==> src/rtl/ltm_pkg.sv <==
// Constants, types and shared helpers for the localizer tone modulator
package ltm_pkg;
  // Depths are in 0.01 % units, 16'h2710 is 100 %
  localparam int DEPTH_W = 16;
  localparam logic [15:0] LTM_FULL_DEPTH = 16'h2710;
  localparam int ACC_W = 32;
  localparam int SIN_W = 12;
  localparam int SIN_SHIFT = 11;
  localparam int PH_IDX_W = 6;
  localparam int OUT_W = 16;
  localparam int SUM_W = 31;
  // Indicator current, 0.01 uA per lsb: 9.6775 per depth lsb in Q10
  localparam int CUR_W = 25;
  localparam logic [15:0] LTM_CUR_MUL = 16'h26B6;
  localparam int CUR_SHIFT = 10;
  // Inverse of the above in Q16
  localparam logic [15:0] LTM_CUR_INV = 16'h1A74;
  localparam int CUR_INV_SHIFT = 16;
  // Decibels, 0.01 dB per lsb, from log2 in Q8 times 20*log10(2)
  localparam logic [15:0] LTM_DB_MUL = 16'h025A;
  localparam int LOG_FRAC = 8;
  localparam int LOG_MSB = 16;
  localparam int DB_SHIFT = 8;
  localparam logic [15:0] LTM_DB_MAX = 16'hFFFF;
  localparam logic [3:0] LTM_SOLVE_TOP = 4'hF;
  // Standardized difference values for list stepping
  localparam int STEP_N = 4;
  localparam logic [1:0] LTM_STEP_LAST = 2'h3;
  localparam logic [15:0] LTM_STEP_LIST [STEP_N] =
    '{16'h0000, 16'h009B, 16'h03A2, 16'h060E};
  // Morse timing, lengths counted in time units
  localparam int LEN_W = 10;
  localparam int LONG_W = 12;
  localparam int LETTER_W = 5;
  localparam int CODE_N = 4;
  localparam int PERIOD_W = 16;
  localparam logic [LONG_W-1:0] LTM_STD_MUL = 12'h003;
  // Time unit of the keyer is 1 ms
  localparam int TICK_TIME_NS = 1_000_000;
  localparam int CLK_PERIOD_NS = 8;
  localparam int TICK_CYCLES = TICK_TIME_NS / CLK_PERIOD_NS;
  localparam int TICK_W = $clog2(TICK_CYCLES);

  typedef enum logic [1:0] {
    LTM_MODE_NORM  = 2'b00,
    LTM_MODE_LEFT  = 2'b01,
    LTM_MODE_RIGHT = 2'b10
  } ltm_mode_t;

  typedef struct packed {
    logic [ACC_W-1:0]   left_inc;   // 90 Hz lobe tuning word
    logic [ACC_W-1:0]   right_inc;  // 150 Hz lobe tuning word
    logic [DEPTH_W-1:0] phase;      // Left offset, fraction of a cycle
  } ltm_lobe_cfg_t;

  typedef struct packed {
    logic                       en;
    logic                       user_schema;
    logic [CODE_N*LETTER_W-1:0] code;      // Letter 1..26, slot 0 first
    logic [LEN_W-1:0]           dot;
    logic [LEN_W-1:0]           dash;
    logic [LEN_W-1:0]           sym_space;
    logic [LEN_W-1:0]           letter_space;
    logic [PERIOD_W-1:0]        period;
    logic [DEPTH_W-1:0]         depth;
    logic [ACC_W-1:0]           inc;
  } ltm_ident_cfg_t;

  // Quarter-wave sine table, 64 points per cycle
  function automatic logic signed [SIN_W-1:0] ltm_sine(input logic [PH_IDX_W-1:0] ph);
    logic [3:0]  idx;
    logic [10:0] mag;
    idx = ph[4] ? ~ph[3:0] : ph[3:0];
    case (idx)
      4'h0: mag = 11'h064;  4'h1: mag = 11'h12C;
      4'h2: mag = 11'h1F1;  4'h3: mag = 11'h2B2;
      4'h4: mag = 11'h36B;  4'h5: mag = 11'h41C;
      4'h6: mag = 11'h4C3;  4'h7: mag = 11'h55F;
      4'h8: mag = 11'h5ED;  4'h9: mag = 11'h66C;
      4'hA: mag = 11'h6DC;  4'hB: mag = 11'h73B;
      4'hC: mag = 11'h787;  4'hD: mag = 11'h7C2;
      4'hE: mag = 11'h7E9;  default: mag = 11'h7FD;
    endcase
    ltm_sine = ph[5] ? -$signed({1'b0, mag}) : $signed({1'b0, mag});
  endfunction
endpackage

==> src/rtl/ltm_morse_keyer.sv <==
// Morse keyer that gates the identification tone
module ltm_morse_keyer
  import ltm_pkg::*;
(
  input  wire logic           mclk,  // Sample clock
  input  wire logic           rst,   // Sync reset, active high
  input  wire logic           tick,  // One-cycle time unit pulse
  input  wire ltm_ident_cfg_t cfg,   // Identification settings
  output logic                key    // High while keyed down
);
  typedef enum logic [1:0] {
    KS_MARK    = 2'b00,
    KS_SYM_GAP = 2'b01,
    KS_LET_GAP = 2'b10,
    KS_WAIT    = 2'b11
  } ltm_key_state_t;

  ltm_key_state_t      state_reg;
  logic [1:0]          letter_reg;
  logic [1:0]          sym_reg;
  logic [LONG_W-1:0]   cnt_reg;
  logic [PERIOD_W-1:0] per_reg;
  logic [1:0]          nxt_letter;
  logic [6:0]          cur;
  logic [LONG_W-1:0]   dot_len, dash_len, sym_len, let_len, phase_len;
  logic                no_code, done, last_sym, more, restart;

  // Length and pattern of one letter, pattern bit set for a dash
  function automatic logic [6:0] morse(input logic [LETTER_W-1:0] l);
    case (l)
      5'h01: morse = 7'h22;  5'h02: morse = 7'h41;  5'h03: morse = 7'h45;
      5'h04: morse = 7'h31;  5'h05: morse = 7'h10;  5'h06: morse = 7'h44;
      5'h07: morse = 7'h33;  5'h08: morse = 7'h40;  5'h09: morse = 7'h20;
      5'h0A: morse = 7'h4E;  5'h0B: morse = 7'h35;  5'h0C: morse = 7'h42;
      5'h0D: morse = 7'h23;  5'h0E: morse = 7'h21;  5'h0F: morse = 7'h37;
      5'h10: morse = 7'h46;  5'h11: morse = 7'h4B;  5'h12: morse = 7'h32;
      5'h13: morse = 7'h30;  5'h14: morse = 7'h11;  5'h15: morse = 7'h34;
      5'h16: morse = 7'h48;  5'h17: morse = 7'h36;  5'h18: morse = 7'h49;
      5'h19: morse = 7'h4D;  5'h1A: morse = 7'h43;  default: morse = 7'h00;
    endcase
  endfunction

  // Standard scheme derives all lengths from the dot
  assign dot_len  = {2'b00, cfg.dot};
  assign dash_len = cfg.user_schema ? {2'b00, cfg.dash} : dot_len * LTM_STD_MUL;
  assign sym_len  = cfg.user_schema ? {2'b00, cfg.sym_space} : dot_len;
  assign let_len  = cfg.user_schema ? {2'b00, cfg.letter_space} : dot_len * LTM_STD_MUL;

  // Sequencing terms
  assign nxt_letter = letter_reg + 2'h1;
  assign cur        = morse(cfg.code[letter_reg*LETTER_W +: LETTER_W]);
  assign no_code    = cfg.code == '0;
  assign last_sym   = ({1'b0, sym_reg} + 3'h1) >= cur[6:4];
  assign more       = (letter_reg != LTM_STEP_LAST) &&
                      (cfg.code[nxt_letter*LETTER_W +: LETTER_W] != '0);
  always_comb begin
    case (state_reg)
      KS_MARK:    phase_len = cur[sym_reg] ? dash_len : dot_len;
      KS_SYM_GAP: phase_len = sym_len;
      KS_LET_GAP: phase_len = let_len;
      default:    phase_len = '1;
    endcase
  end
  assign done    = tick && ((cnt_reg + 12'h001) >= phase_len);
  assign restart = !cfg.en || no_code || (state_reg == KS_WAIT && tick &&
                   ({16'h0000, per_reg} + 32'h0000_0001) >= {16'h0000, cfg.period});

  // Symbol and letter sequencer, repeats once per period
  always_ff @(posedge mclk) begin
    if (rst || restart) begin
      state_reg  <= KS_MARK;
      letter_reg <= '0;
      sym_reg    <= '0;
    end else if (done) begin
      case (state_reg)
        KS_MARK:    state_reg <= !last_sym ? KS_SYM_GAP : (more ? KS_LET_GAP : KS_WAIT);
        KS_SYM_GAP: begin
          state_reg <= KS_MARK;
          sym_reg   <= sym_reg + 2'h1;
        end
        KS_LET_GAP: begin
          state_reg  <= KS_MARK;
          letter_reg <= nxt_letter;
          sym_reg    <= '0;
        end
        default:    state_reg <= KS_WAIT;
      endcase
    end
  end

  // Element and period timers
  always_ff @(posedge mclk) begin
    if (rst || restart) begin
      cnt_reg <= '0;
      per_reg <= '0;
    end else if (tick) begin
      cnt_reg <= done ? '0 : cnt_reg + 12'h001;
      per_reg <= (per_reg == '1) ? per_reg : per_reg + 16'h0001;
    end
  end

  // No code set means steady key down
  always_ff @(posedge mclk) begin
    if (rst) begin
      key <= 1'b0;
    end else begin
      key <= no_code || (state_reg == KS_MARK);
    end
  end
endmodule

==> src/rtl/ltm_localizer_tone_modulator.sv <==
// Localizer baseband modulator: lobe tones, depth difference, ident tone
//
// Notes on behaviour
// - Normal mode: both lobe tones plus ident
// - Left-only mode: 90 Hz tone, half-sum depth
// - Right-only mode: 150 Hz tone, half-sum depth
// - Steering direction flips difference sign and dominance
// - Polarity selects which tone is subtracted
// - Sum setting is arithmetic sum of lobe depths
// - Fixed coupling keeps difference on sum change
// - Coupled mode rescales difference, dB held constant
// - Current is difference times 967.75 uA
// - dB form is 20log10 ratio; writable
// - Step by decimal digit or standard list
// - Phase offsets left tone against right tone
// - Both lobe tone frequencies independently programmable
// - Enable switches the ident tone
// - Ident keyed in Morse; no code: key down
// - Ident frequency, period and depth programmable
// - Standard timing: dash, gaps from dot length
// - User timing: own dash and symbol space
// - User timing: own letter space length
module ltm_localizer_tone_modulator
  import ltm_pkg::*;
#(
  parameter int MS_TICK_CYCLES = TICK_CYCLES  // Clocks per keyer time unit
)(
  input  wire logic                    mclk,          // 125 MHz sample clock
  input  wire logic                    rst,           // Sync reset, active high
  input  wire ltm_mode_t               mode,          // Operating mode
  input  wire logic                    fly_right,     // Steer right, else left
  input  wire logic                    polarity_alt,  // Difference as 150 minus 90
  input  wire logic                    coupled,       // Difference follows sum in dB
  input  wire logic                    sdm_wr,        // Write sum_of_depths
  input  wire logic [DEPTH_W-1:0]      sdm_val,       // Sum, 0.01 % units
  input  wire logic                    ddm_wr,        // Write depth_difference
  input  wire logic [DEPTH_W-1:0]      ddm_val,       // Magnitude, 0.01 % units
  input  wire logic                    cur_wr,        // Write indicator current
  input  wire logic [CUR_W-2:0]        cur_val,       // Magnitude, 0.01 uA units
  input  wire logic                    db_wr,         // Write difference in dB
  input  wire logic [DEPTH_W-1:0]      db_val,        // Magnitude, 0.01 dB units
  input  wire logic                    step_predef,   // Step through list
  input  wire logic [1:0]              step_digit,    // Decimal digit, 0.01 % base
  input  wire logic                    step_up,       // Step up pulse
  input  wire logic                    step_down,     // Step down pulse
  input  wire ltm_lobe_cfg_t           lobe,          // Lobe tone settings
  input  wire ltm_ident_cfg_t          ident,         // ident_tone settings
  output logic signed [OUT_W-1:0]      mod_sample,    // Modulation, 0.01 % units
  output logic [DEPTH_W-1:0]           depth_left,    // 90 Hz depth in use
  output logic [DEPTH_W-1:0]           depth_right,   // 150 Hz depth in use
  output logic signed [DEPTH_W:0]      ddm_signed,    // Signed depth_difference
  output logic signed [CUR_W-1:0]      ddm_current,   // Signed indicator current
  output logic signed [DEPTH_W:0]      ddm_db,        // Signed difference in dB
  output logic                         ident_key,     // Morse key state
  output logic                         solve_busy     // dB solve in progress
);
  typedef enum logic {
    SV_IDLE = 1'b0,
    SV_RUN  = 1'b1
  } ltm_solve_state_t;

  logic [DEPTH_W-1:0] sdm_reg;
  logic [DEPTH_W-1:0] mag_reg;
  logic [DEPTH_W-1:0] db_reg;
  logic [CUR_W-2:0]   cur_reg;
  logic [1:0]         step_idx_reg;
  ltm_solve_state_t   sv_state_reg;
  logic [DEPTH_W-1:0] sv_res_reg;
  logic [DEPTH_W-1:0] sv_res_next;
  logic [3:0]         sv_bit_reg;
  logic [DEPTH_W-1:0] sv_target_reg;
  logic [DEPTH_W-1:0] trial;
  logic               sv_start;
  logic               sv_abort;
  logic               sv_done;
  logic [ACC_W-1:0]   acc_left_reg;
  logic [ACC_W-1:0]   acc_right_reg;
  logic [ACC_W-1:0]   acc_id_reg;
  logic [ACC_W-1:0]   ph_left;
  logic [TICK_W-1:0]  tick_cnt_reg;
  logic               tick;
  logic               key;
  logic               positive;
  logic [DEPTH_W-1:0] mag_eff;
  logic [DEPTH_W:0]   hi_sum;
  logic [DEPTH_W:0]   lo_sum;
  logic [DEPTH_W-1:0] d_left_next;
  logic [DEPTH_W-1:0] d_right_next;
  logic [DEPTH_W-1:0] d_id_next;
  logic [DEPTH_W-1:0] step_amt;
  logic [DEPTH_W:0]   step_sum;
  logic [SUM_W-1:0]   sum_next;
  logic [CUR_W+15:0]  cur_prod;
  logic [CUR_W+15:0]  inv_prod;

  // log2 in Q5.8 by leading one and linear mantissa
  function automatic logic [12:0] log2q(input logic [DEPTH_W:0] x);
    logic [4:0]       p;
    logic [DEPTH_W:0] n;
    p = 5'h00;
    for (int i = 0; i <= LOG_MSB; i++) begin
      if (x[i]) begin
        p = 5'(i);
      end
    end
    n = x << (5'(LOG_MSB) - p);
    log2q = {p, n[LOG_MSB-1 -: LOG_FRAC]};
  endfunction

  // Difference in 0.01 dB for a given sum and magnitude
  function automatic logic [DEPTH_W-1:0] db_of(input logic [DEPTH_W-1:0] s,
                                               input logic [DEPTH_W-1:0] m);
    logic [DEPTH_W:0] a;
    logic [DEPTH_W:0] b;
    logic [28:0]      prod;
    a = {1'b0, s} + {1'b0, m};
    b = {1'b0, s} - {1'b0, m};
    prod = 29'(log2q(a) - log2q(b)) * 29'(LTM_DB_MUL);
    if (m == '0) begin
      db_of = '0;
    end else if (m >= s) begin
      db_of = LTM_DB_MAX;
    end else begin
      db_of = prod[DB_SHIFT +: DEPTH_W];
    end
  endfunction

  // Depth times sine sample, 0.01 % scaled by the sine gain
  function automatic logic signed [28:0] weight(input logic [DEPTH_W-1:0] d,
                                                input logic [ACC_W-1:0] ph);
    weight = $signed({1'b0, d}) * ltm_sine(ph[ACC_W-1 -: PH_IDX_W]);
  endfunction

  // Time unit divider for the Morse keyer
  always_ff @(posedge mclk) begin
    if (rst || tick) begin
      tick_cnt_reg <= '0;
    end else begin
      tick_cnt_reg <= tick_cnt_reg + TICK_W'(1);
    end
  end
  assign tick = tick_cnt_reg == TICK_W'(MS_TICK_CYCLES - 1);

  // Sum of depths: changing it never touches the magnitude directly
  always_ff @(posedge mclk) begin
    if (rst) begin
      sdm_reg <= '0;
    end else if (sdm_wr) begin
      sdm_reg <= sdm_val;
    end
  end

  // Decimal step size from the chosen digit
  always_comb begin
    case (step_digit)
      2'h0:    step_amt = 16'h0001;
      2'h1:    step_amt = 16'h000A;
      2'h2:    step_amt = 16'h0064;
      default: step_amt = 16'h03E8;
    endcase
  end
  assign step_sum = step_up ? {1'b0, mag_reg} + {1'b0, step_amt}
                            : {1'b0, mag_reg} - {1'b0, step_amt};

  // Current to magnitude, reciprocal multiply avoids a divider
  assign inv_prod = {16'h0000, cur_val} * {CUR_W'(0), LTM_CUR_INV};
  assign cur_prod = {CUR_W'(0), mag_reg} * {CUR_W'(0), LTM_CUR_MUL};

  // Any direct write of the difference cancels a pending solve
  assign sv_abort = ddm_wr || cur_wr || step_up || step_down;
  assign sv_start = !sv_abort && (db_wr || (sdm_wr && coupled));
  assign trial    = sv_res_reg | (16'h0001 << sv_bit_reg);
  assign sv_done  = sv_state_reg == SV_RUN && sv_bit_reg == '0;

  // Keep the trial bit only while its dB stays at or below target
  always_comb begin
    sv_res_next = sv_res_reg;
    if (trial < sdm_reg && db_of(sdm_reg, trial) <= sv_target_reg) begin
      sv_res_next = trial;
    end
  end

  // Difference magnitude, last writer wins
  always_ff @(posedge mclk) begin
    if (rst) begin
      mag_reg <= '0;
    end else if (ddm_wr) begin
      mag_reg <= ddm_val;
    end else if (cur_wr) begin
      mag_reg <= inv_prod[CUR_INV_SHIFT +: DEPTH_W];
    end else if (step_up || step_down) begin
      if (step_predef) begin
        mag_reg <= LTM_STEP_LIST[step_up ? ((step_idx_reg == LTM_STEP_LAST) ?
                   step_idx_reg : step_idx_reg + 2'h1) :
                   ((step_idx_reg == '0) ? step_idx_reg : step_idx_reg - 2'h1)];
      end else if (step_sum[DEPTH_W] || step_sum[DEPTH_W-1:0] > LTM_FULL_DEPTH) begin
        mag_reg <= step_up ? LTM_FULL_DEPTH : '0;
      end else begin
        mag_reg <= step_sum[DEPTH_W-1:0];
      end
    end else if (sv_done) begin
      mag_reg <= sv_res_next;
    end
  end

  // Position in the standard list
  always_ff @(posedge mclk) begin
    if (rst) begin
      step_idx_reg <= '0;
    end else if (step_predef && step_up && step_idx_reg != LTM_STEP_LAST) begin
      step_idx_reg <= step_idx_reg + 2'h1;
    end else if (step_predef && step_down && step_idx_reg != '0) begin
      step_idx_reg <= step_idx_reg - 2'h1;
    end
  end

  // Bitwise search for the magnitude that meets the dB target
  always_ff @(posedge mclk) begin
    if (rst || sv_abort) begin
      sv_state_reg  <= SV_IDLE;
      sv_res_reg    <= '0;
      sv_bit_reg    <= LTM_SOLVE_TOP;
      sv_target_reg <= '0;
    end else if (sv_start) begin
      sv_state_reg  <= SV_RUN;
      sv_res_reg    <= '0;
      sv_bit_reg    <= LTM_SOLVE_TOP;
      sv_target_reg <= db_wr ? db_val : db_reg;
    end else if (sv_state_reg == SV_RUN) begin
      sv_res_reg <= sv_res_next;
      sv_bit_reg <= sv_bit_reg - 4'h1;
      if (sv_done) begin
        sv_state_reg <= SV_IDLE;
      end
    end
  end
  assign solve_busy = sv_state_reg == SV_RUN;

  // Derived views of the difference, refreshed every cycle
  always_ff @(posedge mclk) begin
    if (rst) begin
      db_reg  <= '0;
      cur_reg <= '0;
    end else begin
      db_reg  <= db_of(sdm_reg, mag_reg);
      cur_reg <= cur_prod[CUR_SHIFT +: CUR_W-1];
    end
  end

  // Sign: right steering is positive, alternate polarity negates
  assign positive = fly_right ^ polarity_alt;
  always_ff @(posedge mclk) begin
    if (rst) begin
      ddm_signed  <= '0;
      ddm_current <= '0;
      ddm_db      <= '0;
    end else begin
      ddm_signed  <= positive ? $signed({1'b0, mag_reg}) : -$signed({1'b0, mag_reg});
      ddm_current <= positive ? $signed({1'b0, cur_reg}) : -$signed({1'b0, cur_reg});
      ddm_db      <= positive ? $signed({1'b0, db_reg}) : -$signed({1'b0, db_reg});
    end
  end

  // Larger and smaller lobe depth; magnitude clipped to the sum
  assign mag_eff = (mag_reg > sdm_reg) ? sdm_reg : mag_reg;
  assign hi_sum  = {1'b0, sdm_reg} + {1'b0, mag_eff};
  assign lo_sum  = {1'b0, sdm_reg} - {1'b0, mag_eff};

  // Per-mode tone depths; single-tone modes drop the ident tone
  always_comb begin
    d_left_next  = '0;
    d_right_next = '0;
    d_id_next    = '0;
    case (mode)
      LTM_MODE_LEFT: begin
        d_left_next = fly_right ? hi_sum[DEPTH_W:1] : lo_sum[DEPTH_W:1];
      end
      LTM_MODE_RIGHT: begin
        d_right_next = fly_right ? hi_sum[DEPTH_W:1] : lo_sum[DEPTH_W:1];
      end
      default: begin
        d_left_next  = fly_right ? hi_sum[DEPTH_W:1] : lo_sum[DEPTH_W:1];
        d_right_next = fly_right ? lo_sum[DEPTH_W:1] : hi_sum[DEPTH_W:1];
        if (ident.en && key) begin
          d_id_next = ident.depth;
        end
      end
    endcase
  end

  always_ff @(posedge mclk) begin
    if (rst) begin
      depth_left  <= '0;
      depth_right <= '0;
    end else begin
      depth_left  <= d_left_next;
      depth_right <= d_right_next;
    end
  end

  // Free-running tone accumulators, one sample per clock
  always_ff @(posedge mclk) begin
    if (rst) begin
      acc_left_reg  <= '0;
      acc_right_reg <= '0;
      acc_id_reg    <= '0;
    end else begin
      acc_left_reg  <= acc_left_reg + lobe.left_inc;
      acc_right_reg <= acc_right_reg + lobe.right_inc;
      acc_id_reg    <= acc_id_reg + ident.inc;
    end
  end

  // Both lobes start together at reset, so the offset holds against right zero
  assign ph_left = acc_left_reg + {lobe.phase, 16'h0000};

  // Weighted sum; sine gain of 2^11 is removed in the slice
  assign sum_next = SUM_W'(weight(depth_left, ph_left)) +
                    SUM_W'(weight(depth_right, acc_right_reg)) +
                    SUM_W'(weight(d_id_next, acc_id_reg));

  always_ff @(posedge mclk) begin
    if (rst) begin
      mod_sample <= '0;
    end else begin
      mod_sample <= sum_next[SIN_SHIFT +: OUT_W];
    end
  end

  // Morse keying of the ident tone
  ltm_morse_keyer u_keyer (
    .mclk (mclk),
    .rst  (rst),
    .tick (tick),
    .cfg  (ident),
    .key  (key)
  );
  assign ident_key = key;
endmodule

==> config.mk <==
export PLATFORM = sky130hd
export DESIGN_NAME = ltm_localizer_tone_modulator
export DESIGN_NICKNAME = d
export VERILOG_FILES = /design/src/rtl/ltm_pkg.sv /design/src/rtl/ltm_morse_keyer.sv /design/src/rtl/ltm_localizer_tone_modulator.sv
export SDC_FILE = /design/constraint.sdc
export NUM_CORES = 2
export LEC_CHECK = 0
export BUFFER_PORTS_ARGS = -buffer_cell sky130_fd_sc_hd__buf_4
export CAP_MARGIN = 0
export CORE_MARGIN = 2
export CORE_UTILIZATION = 55
export CTS_BUF_LIST = sky130_fd_sc_hd__clkbuf_2
export DETAILED_ROUTE_END_ITERATION = 12
export GPL_TIMING_DRIVEN = 0
export HOLD_SLACK_MARGIN = 0.03
export MAX_ROUTING_LAYER = met4
export PLACE_DENSITY = 0.85
export RECOVER_POWER = 25
export SLEW_MARGIN = 20
export SYNTH_ARGS = -nofsm -noshare
export SYNTH_HDL_FRONTEND = slang
export SYNTH_SLANG_ARGS = --single-unit
==> constraint.sdc <==
create_clock -name mclk -period 29.4 [get_ports mclk]
set_clock_uncertainty 0.05 [all_clocks]
set_input_delay 2.94 -clock mclk [delete_from_list [all_inputs] [get_ports mclk]]
set_output_delay 2.94 -clock mclk [all_outputs]
set_load 0.01 [all_outputs]
---- Yosys cells after proc, flatten, opt, wreduce, memory -nomap -nowiden ----
Memories as Yosys holds them, arrays and structs flattened.
Cells that the tools add are included.
word-level totals
  register bits after elaboration ......... 366
  ROM bits ................................ 752
  bits of input ports ..................... 294
  output and inout port bits .............. 109
  word-level logic and storage cells ...... 282
  memories ................................ 4
memories
  memory           depth  bits a word  rd ports  clocked after Yosys merged registers in  wr ports  RTL line               text
  (no name shown)  32     7            1         0                                        0         ltm_morse_keyer.sv:30  case (l)
  (no name shown)  16     11           1         0                                        0         ltm_pkg.sv:74          case (idx)
  (no name shown)  16     11           1         0                                        0         ltm_pkg.sv:74
  (no name shown)  16     11           1         0                                        0         ltm_pkg.sv:74
cells by class
  $add $sub $neg .......................... 36
  multipliers ............................. 10
  $lt $le $gt $ge ......................... 11
  equality and inequality tests ........... 12
  shift-type cells ........................ 7
  mux-type cells .......................... 118
  bitwise logic cells ..................... 7
  reduce and logical (&&, ||, !) cells .... 48
operators with widths
  kind                                                 count
  two-way mux 16 bit                                   20
  two-way mux 5 bit                                    62
  adder 32 bit                                         4
  two-way mux 12 bit                                   7
  multiplier 17 x 12 -> 27 bit                         3
  adder 16 x 16 -> 17 bit                              4
  left shift 17 x 5 -> 16 bit                          4
  subtractor 16 x 16 -> 17 bit                         4
  multiplier 29 x 9 -> 23 bit, second input constant   2
  adder 27 bit                                         2
  indexed part select 20 x 6 -> 5 bit                  2
  negator 11 -> 12 bit                                 3
  one-hot mux 12 bit (3 select lines)                  1
  negator 16 -> 17 bit                                 2
  binary-select mux 16 bit (select 2 bit)              1
  >= comparator 16 bit                                 2
  >= comparator 32 x 16 -> 1 bit                       1
  zero test 16 bit                                     2
  one-hot mux 16 bit (2 select lines)                  1
  multiplier 24 x 11 -> 30 bit, second input constant  1
  one-hot mux 10 bit (3 select lines)                  1
  multiplier 16 x 13 -> 29 bit, second input constant  1
  subtractor 13 x 13 -> 14 bit                         2
  negator 24 -> 25 bit                                 1
  other kinds (50)                                     116

---- Depth between registers and ports, before layout ----
  depth after elaboration ................. 32
  mapped depth ............................ 70
  depth with buffers taken out ............ 67

---- Modules after synthesis ----
Synthesis repeated with hierarchy kept, for this count alone.
second synthesis, totals
  cell total of the unflattened synthesis .. 7437
  area total of the unflattened synthesis .. 62837.8 sq um
by module, submodules not included
  module                        instances  cells each  area an instance (sq um)  seq. area each (sq um)
  ltm_localizer_tone_modulator  1          6874        58438.5                   6546.3
  ltm_morse_keyer               1          563         4399.2                    700.7

---- Worst setup path after synthesis ----
Ideal clock, no wire load.
  path type ............................... flip-flop to flip-flop
  start point ............................. register sv_bit_reg[2]
  end point ............................... register mag_reg[2]
  setup time .............................. 0.140 ns
  arrival time ............................ 13.321 ns
  required time ........................... 29.210 ns
  path slack .............................. 15.889 ns
  cell stages (with the launch flop) ...... 63
  path buffers ............................ 7
  period minus slack after synthesis ...... 13.511 ns
  cell sequence ........................... dfxtp_1 -> clkbuf_1 -> nor2b_1 -> clkbuf_1 -> a21oi_1 -> inv_1 -> ha_1 -> buf_4 -> inv_2 -> nand2_1 -> o21bai_1 -> a211oi_2 -> a211o_1 -> xor2_2 -> a21boi_0 -> a211oi_2 -> or2_2 -> buf_2 -> [27 not listed] -> a21oi_1 -> or4_1 -> o2111ai_1 -> nor4b_1 -> a311oi_1 -> o311a_1 -> ha_1 -> nand4_1 -> nor3_1 -> a21oi_1 -> o31ai_1 -> a21oi_1 -> and3b_1 -> clkbuf_1 -> a22o_1 -> a2111oi_0 -> a211o_1 -> a221oi_1
between the ends
  word-level cells in the longest chain between the ends .. 32
  elaborated cells on any way between the ends .. 57
  classes of those cells .................. add/sub: 5; mul: 1; order compare: 3; shift: 3; mux: 39; bitwise: 1; reduce/logical: 5
ends and longest elaborated chain
  what                                                                     RTL line                                                                  text
  start: declaration                                                       ltm_localizer_tone_modulator.sv:70                                        logic [3:0] sv_bit_reg;
  start signal: assignment                                                 ltm_localizer_tone_modulator.sv:231                                       sv_bit_reg <= sv_bit_reg - 4'h1;
  left shift 1 x 4 -> 16 bit                                               ltm_localizer_tone_modulator.sv:172                                       assign trial = sv_res_reg | (16'h0001 << sv_bit_reg);
  bitwise OR 16 bit                                                        ltm_localizer_tone_modulator.sv:172
  adder 16 x 16 -> 17 bit or subtractor 16 x 16 -> 17 bit (tied branches)  ltm_localizer_tone_modulator.sv:116, ltm_localizer_tone_modulator.sv:117
  two-way mux 1 bit                                                        ltm_localizer_tone_modulator.sv:102                                       if (x[i]) begin
  two-way mux 5 bit (15 in a row)                                          ltm_localizer_tone_modulator.sv:102
  subtractor 5 bit                                                         ltm_localizer_tone_modulator.sv:106                                       n = x << (5'(LOG_MSB) - p);
  left shift 17 x 5 -> 16 bit                                              ltm_localizer_tone_modulator.sv:106
  subtractor 13 x 13 -> 14 bit                                             ltm_localizer_tone_modulator.sv:118                                       prod = 29'(log2q(a) - log2q(b)) * 29'(LTM_DB_MUL);
  [2 not listed]                                                           --
  two-way mux 16 bit                                                       ltm_localizer_tone_modulator.sv:119                                       if (m == '0) begin
  <= comparator 16 bit                                                     ltm_localizer_tone_modulator.sv:178                                       if (trial < sdm_reg && db_of(sdm_reg, trial) <= sv_target_reg) begin
  logical AND 1 bit                                                        ltm_localizer_tone_modulator.sv:178
  two-way mux 16 bit                                                       ltm_localizer_tone_modulator.sv:178
  two-way mux 16 bit                                                       ltm_localizer_tone_modulator.sv:201                                       end else if (sv_done) begin
  two-way mux 16 bit                                                       ltm_localizer_tone_modulator.sv:191                                       end else if (step_up || step_down) begin
  two-way mux 16 bit                                                       ltm_localizer_tone_modulator.sv:189                                       end else if (cur_wr) begin
  two-way mux 16 bit                                                       ltm_localizer_tone_modulator.sv:187                                       end else if (ddm_wr) begin
  end signal: assignment                                                   ltm_localizer_tone_modulator.sv:188                                       mag_reg <= ddm_val;
  end signal: assignment                                                   ltm_localizer_tone_modulator.sv:190                                       mag_reg <= inv_prod[CUR_INV_SHIFT +: DEPTH_W];
  end signal: assignment                                                   ltm_localizer_tone_modulator.sv:202                                       mag_reg <= sv_res_next;
  end: declaration                                                         ltm_localizer_tone_modulator.sv:63                                        logic [DEPTH_W-1:0] mag_reg;
Parallel ways exist; a longest one is shown, timed or not. The select of a mux whose other input is x is not followed.
A chain may end at the register's enable or synchronous reset.

---- Final worst setup path ----
  start point ............................. register sv_bit_reg[2]
  end point ............................... register mag_reg[15]
The elaborated chain is that of the path after synthesis.

==> impl_metrics.yaml <==
placement:
  portBuffers: 397
  dp_slack_ns: 13.11
  placed_area_um2: 67400
  gp_congestion: 1.05
  place_hpwl_mm: 164
min_path:
  hp-class: "reg -> reg"
  hold_depth: 1
clocking:
  ctsHoldBuffers: 0
  cts.clk_slew.worst_paths_ns: 0.10
  htreeDepth: 3
  root_buffer: "clkbuf_2"
  cts_resized: 0
  clk_latency_ns: 1.39
  post_cts_buffers: 0
  clk_path_buf_depth: 3
  cts_tree: "done"
  clkSinkCount: 362
  numCtsBuffers: 101
detailed_routing:
  vias_per_cell: 5.84
  drt_first_pass_iters: 9
  num_vias: 55089
  drt_wl_total_mm: 194
  drtIter0Drc: 4478
  drt-wirelength-per-cell_um: 20.6
  drc: 0
  ant_nets: 0
global_route:
  grt_pass1_wl_mm: 301
  antenna_found_initial: 10
  grtUsageTotal_pct: 34.1
  grt_max_degree: 18
  grt_overflow: 0
  grt_pass1_vias: 55392
logic_synthesis:
  syn_inst: 7350
  synthesis.nets: 9259
  synth_top_area_cell: "fa_1"
  synth_top_area_share_pct: 24.6
  yosysWarnings: 0
  synth_edf_count: 0
  netlist_area_um2: 62600
  ys.flop_type: "dfxtp_1"
  synth-seq-cells: 362
  ys_seq_area_share_pct: 11.6
  avgSynthCellArea_um2: 8.51
  async_reset_ff_share_pct: 0
  netlist-cell-type-count: 109
  synth.area.top_cells: "fa_1 (25%), ha_1 (17%), dfxtp_1 (12%)"
layout:
  final_cell_mix: "inv_1 (1236), ha_1 (846), fa_1 (769)"
  design_area_um2: 68500
  syn2layout_area_growth_pct: 9.46
  n_fill_cell: 9771
  fin_util_pct: 60.8
  num-nets-final: 9760
  final_common_cell: "inv_1"
  drive_above_1_share_pct: 9.00
die:
  die_x_um: 341
  start_util_pct: 55.5
  die_area_um2: 116000
  core_um2: 113000
  die_y_um: 341
  io_pins: 403
  row_count: 123
timing:
  finalSetupViolCount: 0
  fmax_ghz: 0.0603
  rsz0062_at_grt: "no"
  setup-tns-final_ns: 0
  hold_viol: 0
  worst_slack_ns: 12.82
  tightest_slew_ns: 1.58
  timing.final.crit_share_pct: 56.4
  final_max_slew_viol_count: 21
  final.min_clock_period_ns: 16.58
  slew_headroom_pct: -5.25
worst_setup_path:
  criticalPathCategory: "reg -> reg"
  cp-end-kind: "register"
  path_common_cell: "a21oi_1"
  crit_path_max_fanout: 10
  cp_slowest_cell: "a2111oi_0"
  crit_arrival_ns: 17.74
  critical_path_required_ns: 30.56
  r2r_cells: 61
  max_stage_delay_ns: 0.66
  cp-start-kind: "register"
status:
  violations: "max-capacitance violations, max-slew violations"
  status: "finished, violations left"
flow_run:
  max_cap_violations: 3
critical path, delay by kind of cell, from the launching register on:
kind,cells,cell delay (ns)
flops,1,0.31
xor+xnor,2,0.85
fa+ha+maj,10,3.68
compound gates,27,6.52
buf+inv,10,2.19
mux,1,0.60
simple gates,11,2.25
final timing paths:
path / startpoint / to / slack [ns]
max: sv_bit_reg[2] / mag_reg[15] / 12.82
min: tick_cnt_reg[0] / tick_cnt_reg[0] / 0.39
min reg2reg: tick_cnt_reg[0] / tick_cnt_reg[0] / 0.39
max reg2reg: sv_bit_reg[2] / mag_reg[15] / 12.82
synth_stat cells (20+ instances only):
cell type	number
fa_1	769
a21boi_0	30
o31ai_1	24
o21bai_1	47
nand3_1	91
and3_1	55
o211ai_1	28
nand2_1	640
nand2b_1	92
nor3_1	98
nor2_1	548
a21oi_1	407
or2_2	25
a21o_1	132
o21ai_0	222
mux4_2	25
nand4_1	30
nor4_1	21
mux2i_1	95
or3_1	41
a221oi_1	23
nor2b_1	75
xor2_1	158
clkbuf_1	213
and2_1	152
a211oi_1	73
o22ai_1	20
ha_1	846
a31oi_1	82
xnor2_1	259
o21a_1	51
mux2_2	24
dfxtp_1	362
inv_1	1236
metrics by stage:
| stage | instances | hold WS, ns |
|---|---|---|
| floorplan | 7350 | 0.363 |
| global route | 9427 | 0.436 |
| global placement | 9247 | 0.378 |
| CTS | 9419 | 0.396 |
| detailed placement | 9248 | 0.385 |
| finish | 9429 | 0.393 |
cells by family after synthesis:
logic type / share of synthesized area (%)
compound gates: 14.2
xor+xnor: 5.97
fa+ha+maj: 41.5
buf+inv: 9.08
flops: 11.6
mux: 2.87
simple gates: 14.8
layout make-up:
cell class,instances,area (um^2),share of cell area (%)
Antenna cell,10,25.0,0.0365
Clock buffer,134,671,0.980
Tap cell,1500,1880,2.74
Multi-Input combinational cell,5488,49700,72.5
Clock inverter,37,323,0.471
Sequential cell,362,7250,10.6
Buffer,254,1000,1.47
Inverter,1246,4680,6.83
Timing Repair Buffer,398,2980,4.35
layer usage:
metal	global-route usage, %	vias up	part of all wire [%]
li1	-	25259	-
met1	40.4	26762	39
met2	54.0	2388	46
met3	6.35	680	8.2
met4	20.3	0	6.9
met5	-	-	0
Power is left out: the tool's default activity adds up to more than one toggle a clock period on the data nets, which glitch-free logic cannot reach.
